==> config.mk <==
export PLATFORM = sky130hd
export DESIGN_NAME = link_quality_threshold_monitor
export DESIGN_NICKNAME = d
export VERILOG_FILES = /design/src/core/lqm_pkg.sv /design/src/core/link_quality_threshold_monitor.sv
export SDC_FILE = /design/constraint.sdc
export NUM_CORES = 1
export LEC_CHECK = 0
export BUFFER_PORTS_ARGS = -buffer_cell sky130_fd_sc_hd__buf_2
export CORE_MARGIN = 2
export CORE_UTILIZATION = 40
export CTS_BUF_LIST = sky130_fd_sc_hd__clkbuf_4 sky130_fd_sc_hd__clkbuf_8
export CTS_CLUSTER_SIZE = 30
export DETAILED_ROUTE_END_ITERATION = 16
export GPL_ROUTABILITY_DRIVEN = 0
export PLACE_DENSITY = 0.63
export SETUP_SLACK_MARGIN = 0.02
export SLEW_MARGIN = 20
export SYNTH_ARGS = -nofsm -noshare
export SYNTH_HDL_FRONTEND = slang
export SYNTH_SLANG_ARGS = --single-unit
export TNS_END_PERCENT = 1
==> constraint.sdc <==
create_clock -name i_clk -period 2.1 [get_ports i_clk]
set_input_delay 0.21 -clock i_clk [delete_from_list [all_inputs] [get_ports i_clk]]
set_output_delay 0.21 -clock i_clk [all_outputs]
set_load 0.1 [all_outputs]
==> src/core/lqm_pkg.sv <==
package lqm_pkg;
	localparam int         DATA_W          = 32;
	localparam int         ADDR_W          = 8;
	localparam int         PARAM_W         = 8;
	localparam int         NUM_PARAMS      = 5;
	// Control and threshold register indices as printed, byte address four times the index; the rest are byte addresses
	localparam logic [7:0] CTRL_INDEX      = 8'h1d;
	localparam logic [7:0] THR_INDEX       = 8'h1e;
	localparam logic [7:0] AUTO_ADDR       = 8'h7c;
	localparam logic [7:0] IRQ_STAT_ADDR   = 8'h80;
	localparam logic [7:0] IRQ_EN_ADDR     = 8'h84;
	localparam logic [7:0] IRQ_CLR_ADDR    = 8'h88;
	// Control register fields
	localparam int         ENABLE_BIT      = 15;
	localparam logic [9:0] WARN_RESET      = 10'h000;
	// Threshold data register fields
	localparam int         SAMPLE_BIT      = 13;
	localparam int         WRITE_BIT       = 12;
	localparam int         SEL_LSB         = 9;
	localparam int         HILO_BIT        = 8;
	localparam logic [2:0] SEL_EQ_COEFF    = 3'h0;
	localparam logic [2:0] SEL_GAIN        = 3'h1;
	localparam logic [2:0] SEL_WANDER      = 3'h2;
	localparam logic [2:0] SEL_FREQ_OFFSET = 3'h3;
	localparam logic [2:0] SEL_FREQ_CTRL   = 3'h4;
	localparam logic [7:0] THR_LOW_RESET   = 8'h00;
	localparam logic [7:0] THR_HIGH_RESET  = 8'hff;
	localparam logic [7:0] PARAM_MIN       = 8'h00;
	localparam logic [7:0] PARAM_MAX       = 8'hff;
	// Interrupt status bits
	localparam int         EV_VIOLATION    = 0;
	localparam int         EV_LINK_RESET   = 1;
	localparam int         NUM_EVENTS      = 2;
	localparam logic [1:0] RESP_OKAY       = 2'h0;
	localparam logic [1:0] RESP_SLVERR     = 2'h2;
endpackage

==> src/core/link_quality_threshold_monitor.sv <==
`timescale 1ns/1ps
`default_nettype none
module link_quality_threshold_monitor
	import lqm_pkg::*;
#(
	parameter int P_W = lqm_pkg::PARAM_W
) (
	// Clock and reset
	input  wire logic                      i_clk,
	input  wire logic                      i_rst_n,
	// Receiver parameters, same clock domain
	input  wire logic                      i_link_100_valid,
	input  wire logic                      i_param_valid,
	input  wire logic [P_W-1:0]            i_equaliser_coeff_param,
	input  wire logic [P_W-1:0]            i_gain_control_param,
	input  wire logic [P_W-1:0]            i_baseline_wander_param,
	input  wire logic [P_W-1:0]            i_freq_offset_param,
	input  wire logic [P_W-1:0]            i_freq_control_param,
	// Link control and interrupt
	output logic                           o_link_reset,
	output logic                           o_irq,
	// AXI4-Lite write address
	input  wire logic                      i_awvalid,
	output logic                           o_awready,
	input  wire logic [lqm_pkg::ADDR_W-1:0] i_awaddr,
	// AXI4-Lite write data
	input  wire logic                      i_wvalid,
	output logic                           o_wready,
	input  wire logic [lqm_pkg::DATA_W-1:0] i_wdata,
	input  wire logic [3:0]                i_wstrb,
	// AXI4-Lite write response
	output logic                           o_bvalid,
	input  wire logic                      i_bready,
	output logic [1:0]                     o_bresp,
	// AXI4-Lite read address
	input  wire logic                      i_arvalid,
	output logic                           o_arready,
	input  wire logic [lqm_pkg::ADDR_W-1:0] i_araddr,
	// AXI4-Lite read data
	output logic                           o_rvalid,
	input  wire logic                      i_rready,
	output logic [lqm_pkg::DATA_W-1:0]     o_rdata,
	output logic [1:0]                     o_rresp
);
	import lqm_pkg::*;

	localparam logic [7:0] CTRL_ADDR = 8'(CTRL_INDEX * 4);
	localparam logic [7:0] THR_ADDR  = 8'(THR_INDEX * 4);

	logic                   monitor_enable;
	logic [9:0]             warn;
	logic [9:0]             next_warn;
	logic [9:0]             hit;
	logic                   armed;
	logic                   auto_reset_enable;
	logic [NUM_EVENTS-1:0]  irq_status;
	logic [NUM_EVENTS-1:0]  irq_enable;
	logic [NUM_EVENTS-1:0]  irq_set;
	logic [NUM_EVENTS-1:0]  irq_clr;
	logic                   sample_param;
	logic [2:0]             parameter_select;
	logic                   threshold_low_high_select;
	logic [P_W-1:0]         threshold_value_field;
	logic [P_W-1:0]         thr_low  [NUM_PARAMS];
	logic [P_W-1:0]         thr_high [NUM_PARAMS];
	logic [P_W-1:0]         param    [NUM_PARAMS];
	logic [P_W-1:0]         sampled;
	logic                   aw_held;
	logic                   w_held;
	logic [ADDR_W-1:0]      aw_addr;
	logic [DATA_W-1:0]      w_data;
	logic [3:0]             w_strb;
	logic                   do_write;
	logic                   do_read;
	logic                   ctrl_read;
	logic [15:0]            ctrl_word;
	logic [15:0]            thr_word;
	logic [15:0]            thr_merged;

	// Byte-lane merge of a 16-bit register with the incoming write
	function automatic logic [15:0] merge16(input logic [15:0] old,
			input logic [DATA_W-1:0] data, input logic [3:0] strb);
		logic [15:0] res;
		res = old;
		if (strb[0]) begin
			res[7:0] = data[7:0];
		end
		if (strb[1]) begin
			res[15:8] = data[15:8];
		end
		return res;
	endfunction

	// A parameter crosses a threshold unless that threshold sits at the
	// extreme, which is how software disables one side
	function automatic logic [1:0] check(input logic [P_W-1:0] value,
			input logic [P_W-1:0] low, input logic [P_W-1:0] high);
		logic [1:0] res;
		res[1] = (high != PARAM_MAX) && (value > high);
		res[0] = (low != PARAM_MIN) && (value < low);
		return res;
	endfunction

	assign param[SEL_EQ_COEFF]    = i_equaliser_coeff_param;
	assign param[SEL_GAIN]        = i_gain_control_param;
	assign param[SEL_WANDER]      = i_baseline_wander_param;
	assign param[SEL_FREQ_OFFSET] = i_freq_offset_param;
	assign param[SEL_FREQ_CTRL]   = i_freq_control_param;

	// Bit pair 2k+1:2k holds parameter k
	always_comb begin
		hit = '0;
		for (int k = 0; k < NUM_PARAMS; k++) begin
			hit[2*k +: 2] = check(param[k], thr_low[k], thr_high[k]);
		end
		if (!(monitor_enable && i_link_100_valid && i_param_valid)) begin
			hit = '0;
		end
	end

	// AXI4-Lite handshakes
	assign o_awready = !aw_held;
	assign o_wready  = !w_held;
	assign o_arready = !o_rvalid;
	assign do_write  = aw_held && w_held && !o_bvalid;
	assign do_read   = i_arvalid && o_arready;
	assign ctrl_read = do_read && (i_araddr == CTRL_ADDR);

	always_ff @(posedge i_clk or negedge i_rst_n) begin
		if (!i_rst_n) begin
			aw_held <= 1'b0;
			w_held  <= 1'b0;
			aw_addr <= '0;
			w_data  <= '0;
			w_strb  <= '0;
		end else begin
			if (i_awvalid && o_awready) begin
				aw_held <= 1'b1;
				aw_addr <= i_awaddr;
			end else if (do_write) begin
				aw_held <= 1'b0;
			end
			if (i_wvalid && o_wready) begin
				w_held <= 1'b1;
				w_data <= i_wdata;
				w_strb <= i_wstrb;
			end else if (do_write) begin
				w_held <= 1'b0;
			end
		end
	end

	always_ff @(posedge i_clk or negedge i_rst_n) begin
		if (!i_rst_n) begin
			o_bvalid <= 1'b0;
			o_bresp  <= RESP_OKAY;
		end else if (do_write) begin
			o_bvalid <= 1'b1;
			case (aw_addr)
				CTRL_ADDR, THR_ADDR, AUTO_ADDR, IRQ_STAT_ADDR,
				IRQ_EN_ADDR, IRQ_CLR_ADDR: o_bresp <= RESP_OKAY;
				default: o_bresp <= RESP_SLVERR;
			endcase
		end else if (i_bready) begin
			o_bvalid <= 1'b0;
		end
	end

	// Control register writes; reserved and warning bits take nothing
	always_ff @(posedge i_clk or negedge i_rst_n) begin
		if (!i_rst_n) begin
			monitor_enable <= 1'b0;
		end else if (do_write && aw_addr == CTRL_ADDR && w_strb[1]) begin
			monitor_enable <= w_data[ENABLE_BIT];
		end
	end

	// Threshold data register as it stands once this write lands
	assign thr_merged = merge16(thr_word, w_data, w_strb);

	always_ff @(posedge i_clk or negedge i_rst_n) begin
		if (!i_rst_n) begin
			sample_param              <= 1'b0;
			parameter_select          <= SEL_EQ_COEFF;
			threshold_low_high_select <= 1'b0;
			threshold_value_field     <= '0;
		end else if (do_write && aw_addr == THR_ADDR) begin
			sample_param              <= thr_merged[SAMPLE_BIT];
			parameter_select          <= thr_merged[SEL_LSB +: 3];
			threshold_low_high_select <= thr_merged[HILO_BIT];
			threshold_value_field     <= thr_merged[P_W-1:0];
		end
	end

	// Threshold store; the strobe itself is never held, so it reads zero
	always_ff @(posedge i_clk or negedge i_rst_n) begin
		if (!i_rst_n) begin
			for (int k = 0; k < NUM_PARAMS; k++) begin
				thr_low[k]  <= THR_LOW_RESET;
				thr_high[k] <= THR_HIGH_RESET;
			end
		end else if (do_write && aw_addr == THR_ADDR && w_strb[1]
				&& w_data[WRITE_BIT]) begin
			for (int k = 0; k < NUM_PARAMS; k++) begin
				if (w_data[SEL_LSB +: 3] == 3'(k)) begin
					if (w_data[HILO_BIT]) begin
						thr_high[k] <= thr_merged[P_W-1:0];
					end else begin
						thr_low[k] <= thr_merged[P_W-1:0];
					end
				end
			end
		end
	end

	// Sampled copy of the selected parameter for software to read
	always_ff @(posedge i_clk or negedge i_rst_n) begin
		if (!i_rst_n) begin
			sampled <= '0;
		end else if (sample_param && parameter_select < 3'(NUM_PARAMS)) begin
			sampled <= param[parameter_select];
		end
	end

	always_ff @(posedge i_clk or negedge i_rst_n) begin
		if (!i_rst_n) begin
			auto_reset_enable <= 1'b0;
			irq_enable        <= '0;
		end else if (do_write && w_strb[0]) begin
			if (aw_addr == AUTO_ADDR) begin
				auto_reset_enable <= w_data[0];
			end
			if (aw_addr == IRQ_EN_ADDR) begin
				irq_enable <= w_data[NUM_EVENTS-1:0];
			end
		end
	end

	// Sticky warnings: a crossing in the read cycle survives the clear
	assign next_warn = (ctrl_read ? WARN_RESET : warn) | hit;

	always_ff @(posedge i_clk or negedge i_rst_n) begin
		if (!i_rst_n) begin
			warn <= WARN_RESET;
		end else begin
			warn <= next_warn;
		end
	end

	// One interrupt event per episode; a control read re-arms
	always_ff @(posedge i_clk or negedge i_rst_n) begin
		if (!i_rst_n) begin
			armed <= 1'b1;
		end else if (irq_set[EV_VIOLATION]) begin
			armed <= 1'b0;
		end else if (ctrl_read) begin
			armed <= 1'b1;
		end
	end

	// Link reset pulse while the option is on and a warning newly appears
	always_ff @(posedge i_clk or negedge i_rst_n) begin
		if (!i_rst_n) begin
			o_link_reset <= 1'b0;
		end else begin
			o_link_reset <= auto_reset_enable && (|(hit & ~warn));
		end
	end

	always_comb begin
		irq_set                = '0;
		irq_set[EV_VIOLATION]  = armed && (|hit);
		irq_set[EV_LINK_RESET] = o_link_reset;
		irq_clr                = '0;
		if (do_write && aw_addr == IRQ_CLR_ADDR && w_strb[0]) begin
			irq_clr = w_data[NUM_EVENTS-1:0];
		end
	end

	// Set wins over a clear written in the same cycle
	always_ff @(posedge i_clk or negedge i_rst_n) begin
		if (!i_rst_n) begin
			irq_status <= '0;
		end else begin
			irq_status <= (irq_status & ~irq_clr) | irq_set;
		end
	end

	assign o_irq = |(irq_status & irq_enable);

	assign ctrl_word = {monitor_enable, 5'h00, warn};
	assign thr_word  = {2'h0, sample_param, 1'b0, parameter_select,
		threshold_low_high_select,
		sample_param ? sampled : threshold_value_field};

	always_ff @(posedge i_clk or negedge i_rst_n) begin
		if (!i_rst_n) begin
			o_rvalid <= 1'b0;
			o_rdata  <= '0;
			o_rresp  <= RESP_OKAY;
		end else if (do_read) begin
			o_rvalid <= 1'b1;
			o_rresp  <= RESP_OKAY;
			o_rdata  <= '0;
			case (i_araddr)
				CTRL_ADDR:     o_rdata <= {16'h0000, ctrl_word};
				THR_ADDR:      o_rdata <= {16'h0000, thr_word};
				AUTO_ADDR:     o_rdata <= {31'h0, auto_reset_enable};
				IRQ_STAT_ADDR: o_rdata <= {30'h0, irq_status};
				IRQ_EN_ADDR:   o_rdata <= {30'h0, irq_enable};
				IRQ_CLR_ADDR:  o_rdata <= '0;
				default:       o_rresp <= RESP_SLVERR;
			endcase
		end else if (i_rready) begin
			o_rvalid <= 1'b0;
		end
	end
endmodule
`default_nettype wire

==> results of run 1 <==
==> cells in the mapped netlist, types with 2 or more instances <==
master,number,area share [%]
a2111oi_0,2,0.19
a211oi_1,7,0.56
a21boi_0,3,0.24
a21oi_1,23,1.2
a22o_1,5,0.47
a22oi_1,8,0.64
a32oi_1,2,0.19
and4b_1,3,0.32
buf_1,4,0.16
buf_2,3,0.16
buf_4,20,1.6
clkbuf_1,20,0.80
dfrtp_1,123,33
dfstp_2,41,12
ha_1,75,10
inv_1,83,3.3
mux2_2,139,17
mux2i_1,7,0.75
mux4_2,8,1.9
nand2_1,57,2.3
nand2b_1,4,0.27
nand3_1,10,0.53
nand3b_1,3,0.24
nand4_1,27,1.8
nand4b_1,2,0.19
nor2_1,43,1.7
nor2_2,2,0.13
nor2b_1,5,0.33
nor3_1,6,0.32
nor3_4,3,0.52
nor3b_1,2,0.16
nor4_1,11,0.74
nor4_4,2,0.45
o211ai_1,3,0.24
o21a_1,2,0.16
o21ai_0,48,2.6
o21ba_2,3,0.32
o22ai_1,3,0.20
o31ai_1,6,0.48
or4b_2,2,0.21
==> cells by family (layout without fill, tap and decap cells) <==
| kind of cell | after synthesis | in the layout | synth area share (%) |
|---|---|---|---|
| buf+inv | 131 | 300 | 6.16 |
| flops | 164 | 164 | 44.4 |
| mux | 154 | 154 | 19.4 |
| simple gates | 190 | 190 | 11.5 |
| other cells | 1 | 20 | 0.0401 |
| compound gates | 125 | 125 | 8.44 |
| fa+ha+maj | 75 | 75 | 10.0 |
==> report_power, final <==
part / internal, mW / total, mW / switching [mW]
clock: 1.12 / 2.38 / 1.25
combinational: 0.933 / 2.75 / 1.82
sequential: 3.58 / 4.06 / 0.478
total: 5.63 / 9.19 / 3.55
==> repair_timing <==
action / 4_1_cts / 5_1_grt
resized for setup: 4 / 15
endpoints found under the setup margin: 3 / 57
pin swaps: 9 / 11
hold endpoints to repair: 65 / 0
setup buffers: 2 / 0
hold buffers: 31 / 0
==> worst register-to-register path: stages (launching register included) <==
cell and delay (ns):
dfstp_2 0.55, inv_2 0.04, ha_4 0.21, nor2b_4 0.12, o211ai_1 0.16, a21oi_1 0.09, o31ai_1 0.25, buf_4 0.20
buf_6 0.10, nand3b_1 0.07, o32a_1 0.33
==> layer usage <==
metal,wire length [um],vias to the layer above,track usage [%]
li1,-,3326,-
met1,11200,3428,28.6
met2,11500,193,33.4
met3,1360,40,3.52
met4,568,0,6.64
met5,0,-,0
==> final timing paths <==
path	endpoint	slack, ns	depth (start not counted)
worst max-delay path	irq_status[0]	-0.12	10
worst min-delay path	o_rresp[1]	0.06	3
worst max register to register	irq_status[0]	-0.12	10
worst min register to register	o_rdata[10]	0.48	2
max in group asynchronous	thr_high[37]	1.17	3
min in group asynchronous	aw_addr[3]	0.22	2
==> state kept, by name, indices dropped and copies added, names as in the netlist, 2 cells and up <==
name	flops
aw_addr	8
irq_enable	2
irq_status	2
o_rdata	14
parameter_select	3
sampled	8
thr_high	40
thr_low	40
threshold_value_field	8
w_data	15
w_strb	2
warn	10
==> metrics by stage <==
step | setup WS [ns] | power, mW
2_1_floorplan | -0.237 | 5.74
3_3_place_gp | -0.109 | 6.74
3_5_place_dp | -0.177 | 6.80
4_1_cts | -0.153 | 9.24
5_1_grt | -0.188 | 9.60
6_report | -0.118 | 9.19
==> layout make-up <==
class,count,area [um^2]
Timing Repair Buffer,185,1320
Tap cell,313,392
Inverter,83,315
Multi-Input combinational cell,564,4760
Sequential cell,164,4160
Clock inverter,13,149
Fill cell,2062,11400
Clock buffer,19,255
==> impl_metrics.toml, run 1 <==
[run_status]
status = "complete, but fails checks"
violations = "negative setup slack"

[worst_setup_path]
end_kind = "flip-flop"
required_ns = 2.45
critPathTopFamily = "compound AO/OA/AOI/OAI gates"
crit_buf_inv = 3
worstPathArrival_ns = 2.57
cp_slowest_stage_delay_ns = 0.55
crit_type = "reg2reg"
crit_path_start = "thr_high[25]"
crit_fanout = 3
startpoint_type = "flip-flop"
r2r_start = "thr_high[25]"
path_cells = "inv_2 > ha_4 > nor2b_4 > o211ai_1 > a21oi_1 > o31ai_1 > buf_4 > buf_6 > nand3b_1 > o32a_1"
cp_slowest_cell = "dfstp_2"

[final_layout]
utilization_pct = 49.8
final_cell_mix = "139 x mux2_2, 120 x dfrtp_1, 103 x buf_2"
synthToLayoutAreaGrowth_pct = 21.3
nNetsFinal = 1191
antennaDiodeCount = 0
design_area_um2 = 11300
layout.cells.non_filler = 1341
final_common_cell = "mux2_2"
drive_gt1_share_pct = 39.9

[grt]
antenna_found_initial = 0
grt_max_degree = 54
grt_pass1_vias = 6950
grtUsageTotal_pct = 20.8
grt_pass1_wl_um = 38400
gr-total-overflow = 0

[clocking]
clockBufferDepth = 2
clk_latency_ns = 0.47
htreeDepth = 4
cts-buffers-inserted = 17
clk_pin_slew_ns = 0.10
cts_tree = "done"
clock-root-buffer = "clkbuf_8"
cts_num_sinks = 164

[drt]
wl_per_cell_um = 18.4
vias = 6987
ant_nets = 0
routed_wl_um = 24700
dr.first_iter.drc_count = 380
viasPerCell = 5.21
dr.pass1.iters = 5
drc = 0

[yosys]
syn_avg_cell_area_um2 = 11.1
synth_area_um2 = 9360
synth.distinct_cells = 60
synth_edf_count = 0
synth-seq-area-share_pct = 44.4
synth_cells = 840
synth-seq-cells = 164
yosys_warnings = 0
synth_flop_cell = "dfrtp_1"
ys_async_sr_fraction_pct = 100

[floorplan]
io_pins = 144
fp.dieW_um = 157
die_h_um = 157
die_area_um2 = 24600
core_um2 = 22800
rows = 55
start_util_pct = 41.1

[timing]
setup_violations = 2
worst_slack_ns = -0.118
fmax_mhz = 451
final_hold_viol_count = 0
period_share_pct = 106
period_needed_ns = 2.22
hold_slack_ns = 0.0585
tightest_slew_ns = 0.529
timing.final.max_slew_violations = 0
skew_ns = 0.0195
rsz0062_at_grt = "yes"
finalSetupTns_ns = -0.223
slew_headroom_pct = 64.2

[place]
placed_cell_area_um2 = 10600
hpwl_um = 18100
io_buffers = 104
place_inst = 1276

[power]
power_density_nw_per_um2 = 809
peakVddDrop_uv = 455
p_leak_nw = 5.12

[job]
cap_viol_max_count = 0

[hold_path]
min_from = "i_araddr[1]"
hp-class = "in2reg"
(Power assumes the default switching activity.)
==> run 2: changes to the inputs <==
- REMOVE_ABC_BUFFERS: unset -> 1
==> impl_metrics.toml, run 2 (synthesis results as in run 1) <==
[clocking]
clock-root-buffer = "clkbuf_8"
htreeDepth = 4
clockBufferDepth = 2
cts-buffers-inserted = 17
clk_latency_ns = 0.47
cts_num_sinks = 164
clk_pin_slew_ns = 0.09
cts_tree = "done"

[power]
peakVddDrop_uv = 548
clock_power_share_pct = 25.8
power_density_nw_per_um2 = 813
p_leak_nw = 5.05
switchingPower_mw = 3.48
p_int_mw = 5.62
seqPwrFrac_pct = 44.5
p_total_mw = 9.10
p_sw_share_pct = 38.3
power_frac_comb_pct = 29.7

[worst_setup_path]
required_ns = 2.45
end_kind = "flip-flop"
r2r_start = "aw_addr[5]"
startpoint_type = "flip-flop"
worstPathArrival_ns = 2.58
crit_end = "irq_status[0]"
crit_fanout = 2
rrSetupSlack_ns = -0.13
crit_path_start = "aw_addr[5]"
reg2reg_depth = 5
r2r_end = "irq_status[0]"
crit_type = "reg2reg"

[drt]
ant_nets = 0
drc = 0
wl_per_cell_um = 18.5
dr.pass1.iters = 5
dr.first_iter.drc_count = 463
viasPerCell = 5.26
vias = 6981
routed_wl_um = 24500

[timing]
setup_violations = 2
skew_ns = 0.0158
slew_headroom_pct = 61.5
rsz0062_at_grt = "yes"
timing.final.max_slew_violations = 0
tightest_slew_ns = 0.570
finalSetupTns_ns = -0.199
worst_slack_ns = -0.129
period_share_pct = 106
final_hold_viol_count = 0
fmax_mhz = 449
period_needed_ns = 2.23

[floorplan]
die_area_um2 = 24600
start_util_pct = 41.1
rows = 55
die_h_um = 157
io_pins = 144
fp.dieW_um = 157
core_um2 = 22800

[grt]
gr-total-overflow = 0
grtUsageTotal_pct = 20.7
grt_max_degree = 57
grt_pass1_wl_um = 38500
grt_pass1_vias = 7007
antenna_found_initial = 1

[final_layout]
drive_gt1_share_pct = 38.8
largestRegisters = "thr_high (40), thr_low (40), w_data (15)"
nNetsFinal = 1176
final_cell_mix = "139 x mux2_2, 122 x dfrtp_1, 103 x buf_2"
final_common_cell = "mux2_2"
synthToLayoutAreaGrowth_pct = 19.7
utilization_pct = 49.2
antennaDiodeCount = 0

[hold_path]
hold_depth = 2
hp-class = "in2reg"
min_from = "i_wdata[8]"

[place]
io_buffers = 104
hpwl_um = 18000
dp_slack_ns = -0.154

[run_status]
status = "complete, but fails checks"
violations = "negative setup slack"

[job]
cap_viol_max_count = 0
-- run 2: how the worst min path moves through the flow --
stage / slack (ns) / endpoint
after floorplan: -0.09 / auto_reset_enable
after global placement: 0.23 / w_strb[1]
after detailed placement: 0.23 / w_strb[1]
after CTS: 0.003 / w_data[8]
after global routing: 0.01 / w_data[9]
final: 0.03 / w_data[8]
-- run 2: critical path, stage by stage, from the launching register on --
cell and delay [ns]:
dfrtp_1 0.39, or4b_2 0.70, nor3_1 0.30, a21boi_0 0.18, nand3b_1 0.19, o32a_1 0.35
-- run 2: stage by stage --
step | area, um^2 | hold WS (ns) | cells
after floorplan | 9160 | -0.0856 | 811
after detailed placement | 10500 | 0.229 | 1266
after global placement | 10500 | 0.226 | 1266
after global routing | 11200 | 0.0108 | 1326
final | 11200 | 0.0268 | 1326
after CTS | 11100 | 0.00267 | 1325
-- run 2: metal layers --
| metal | share of wire (%) | up-vias | global-route usage (%) |
|---|---|---|---|
| met5 | 0 | - | 0 |
| li1 | - | 3302 | - |
| met1 | 47 | 3436 | 29.1 |
| met3 | 5.0 | 35 | 3.63 |
| met2 | 46 | 208 | 32.6 |
| met4 | 2.1 | 0 | 6.90 |
-- run 2: repair_timing --
action	CTS	global route
pin swaps	4	5
buffers inserted	0	1
cloned	0	0
endpoints found under the setup margin	3	58
resized for setup	5	13
hold endpoints to repair	69	0
hold buffers	27	0
-- run 2: cell type report --
cell class                 instances  area [um^2]
fill                            2075        11600
multi-input combinational        564         4740
sequential                       164         4160
timing repair buffer             170         1200
tap                              313          392
inverter                          83          312
clock buffer                      22          272
clock inverter                    10          123
-- run 2: power groups by stage --
stage | registers [mW] | clock network [mW] | logic, mW
after floorplan | 4.18 | 0 | 1.44
after global placement | 4.08 | 0 | 2.60
after detailed placement | 4.09 | 0 | 2.66
after CTS | 4.04 | 2.39 | 2.71
after global routing | 4.11 | 2.53 | 2.90
final | 4.05 | 2.34 | 2.71
==> run 3: changes to the inputs <==
- ABC_AREA: unset -> 1
- CELL_PAD_IN_SITES_DETAIL_PLACEMENT: unset -> 1
- CELL_PAD_IN_SITES_GLOBAL_PLACEMENT: unset -> 2
- CORE_UTILIZATION: 40 -> 32
- PLACE_DENSITY: 0.63 -> 0.8
==> impl_metrics.toml, run 3 <==
[worst_setup_path]
startpoint_type = "flip-flop"
crit_type = "reg2reg"
r2r_start = "thr_high[19]"
r2r_end = "o_link_reset"
worstPathArrival_ns = 2.41
rrSetupSlack_ns = 0.10
end_kind = "flip-flop"
crit_path_start = "thr_high[19]"
crit_end = "o_link_reset"
reg2reg_depth = 12
crit_fanout = 3
required_ns = 2.51

[yosys]
synth_area_um2 = 9360
synth-seq-area-share_pct = 44.4
synth_edf_count = 0
yosysTopAreaCellShare_pct = 32.9
yosys_warnings = 0
synth_top_cell_by_area = "dfrtp_1"
synth_flop_cell = "dfrtp_1"
netlist_top_cells_area = "dfrtp_1 33%, dfstp_2 12%, nand2_1 10%"
synth_common_cells = "254 x nand2_1, 159 x inv_1, 152 x o21ai_0, 123 x dfrtp_1, 75 x ha_1"
synth-seq-cells = 164
ys_async_sr_fraction_pct = 100
synth.distinct_cells = 40
synth_cells = 1133
yosysMostFrequentCell = "nand2_1"
syn_avg_cell_area_um2 = 8.26

[timing]
timing.final.max_slew_violations = 0
slew_headroom_pct = 62.2
period_needed_ns = 2.00
rsz0062_at_grt = "yes"
finalSetupTns_ns = 0
final_hold_viol_count = 0
worst_slack_ns = 0.103
period_share_pct = 95.1
skew_ns = 0.0146
setup_violations = 0
tightest_slew_ns = 0.563
fmax_mhz = 501

[drt]
viasPerCell = 4.86
wl_per_cell_um = 17.7
routed_wl_um = 29700
vias = 8151
ant_nets = 0
drc = 0
dr.first_iter.drc_count = 402
dr.pass1.iters = 4

[clocking]
htreeDepth = 4
clk_pin_slew_ns = 0.10
clk_latency_ns = 0.47
cts-buffers-inserted = 17
clockBufferDepth = 2
clock-root-buffer = "clkbuf_8"
cts_num_sinks = 164
cts_tree = "done"

[power]
p_leak_nw = 5.23
peakVddDrop_uv = 452
power_density_nw_per_um2 = 847
p_total_mw = 9.43

[final_layout]
drive_gt1_share_pct = 20.2
antennaDiodeCount = 0
largestRegisters = "thr_high (40), thr_low (40), w_data (15)"
nNetsFinal = 1457
design_area_um2 = 11100
final_common_cell = "nand2_1"
final_cell_mix = "249 x nand2_1, 158 x inv_1, 149 x o21ai_0"
synthToLayoutAreaGrowth_pct = 18.9

[grt]
grtUsageTotal_pct = 20.2
gr-total-overflow = 0
grt_pass1_wl_um = 46900
grt_max_degree = 62
grt_pass1_vias = 8447
antenna_found_initial = 1

[hold_path]
hold_depth = 3
hp-class = "in2reg"

[place]
hpwl_um = 22200
io_buffers = 104
dp_slack_ns = 0.0547
placed_cell_area_um2 = 10400

[floorplan]
fp.dieW_um = 175
die_area_um2 = 30600
io_pins = 144
rows = 62
start_util_pct = 32.5
die_h_um = 175
core_um2 = 28800

[job]
cap_viol_max_count = 0

[run_status]
status = "completed"
## run 3: logic make-up (layout without fill, tap and decap cells)
kind of cell               Yosys count  count (layout)  share of synthesized area, %
other                                1              20                        0.0401
muxes                               16              16                          1.91
adders and majority gates           75              75                          10.0
buffers and inverters              216             358                          10.1
AOI/OAI and AO/OA                  249             249                          14.4
and+or+nand+nor                    412             412                          19.1
DFF                                164             164                          44.4
## run 3: worst max-delay path, cell delays in order (launching register included)
cell,delay [ns]
dfstp_2,0.55
inv_1,0.06
ha_4,0.27
nand2_1,0.07
nor3b_1,0.18
nor2_1,0.08
o21bai_1,0.20
nand3_1,0.13
nand3_1,0.10
nor2_1,0.05
nand3_1,0.12
nand2_1,0.07
inv_1,0.05
## run 3: routing by layer
metal | GRT usage [%] | share of wire (%) | up-vias | wire length (um)
li1 | - | - | 3989 | -
met1 | 26.7 | 47 | 4009 | 13900
met2 | 34.4 | 49 | 123 | 14600
met3 | 2.68 | 2.3 | 30 | 672
met4 | 5.83 | 1.9 | 0 | 559
met5 | 0 | 0 | - | 0
## run 3: repair_timing
item | 4_1_cts | 5_1_grt
hold endpoints to repair | 61 | 0
resized for setup | 0 | 23
buffers inserted | 0 | 2
setup endpoints to repair | 0 | 65
hold buffers | 26 | 0
## run 3: worst min-delay path by stage
stage                     slack, ns                 to        from
after global routing           0.02          w_data[9]  i_wdata[9]
after global placement         0.16        thr_low[26]     i_rst_n
after floorplan               -0.09  auto_reset_enable     i_rst_n
after detailed placement       0.15        thr_low[26]     i_rst_n
after CTS                     0.005          w_data[9]  i_wdata[9]
final                          0.04          w_data[9]  i_wdata[9]
## run 3: layout make-up
cell class	instances	area [um^2]
Sequential cell	164	4160
Clock buffer	17	234
Inverter	163	612
Tap cell	384	480
Timing Repair Buffer	163	1060
Multi-Input combinational cell	772	4420
Fill cell	3500	17600
Clock inverter	15	168
## run 3: stage by stage
| stage | util [%] | cells | hold slack [ns] |
|---|---|---|---|
| floorplan | - | 1099 | -0.0856 |
| global placement | 36.0 | 1618 | 0.158 |
| detailed placement | 36.0 | 1618 | 0.155 |
| CTS | 38.3 | 1676 | 0.00475 |
| global route | 38.7 | 1678 | 0.0195 |
| finish | 38.7 | 1678 | 0.0404 |
## run 3: power by group
group / leakage [nW] / switching (mW) / internal (mW)
Sequential: 2.00 / 0.271 / 3.56
Combinational: 3.03 / 2.36 / 0.815
Clock: 0.199 / 1.34 / 1.09
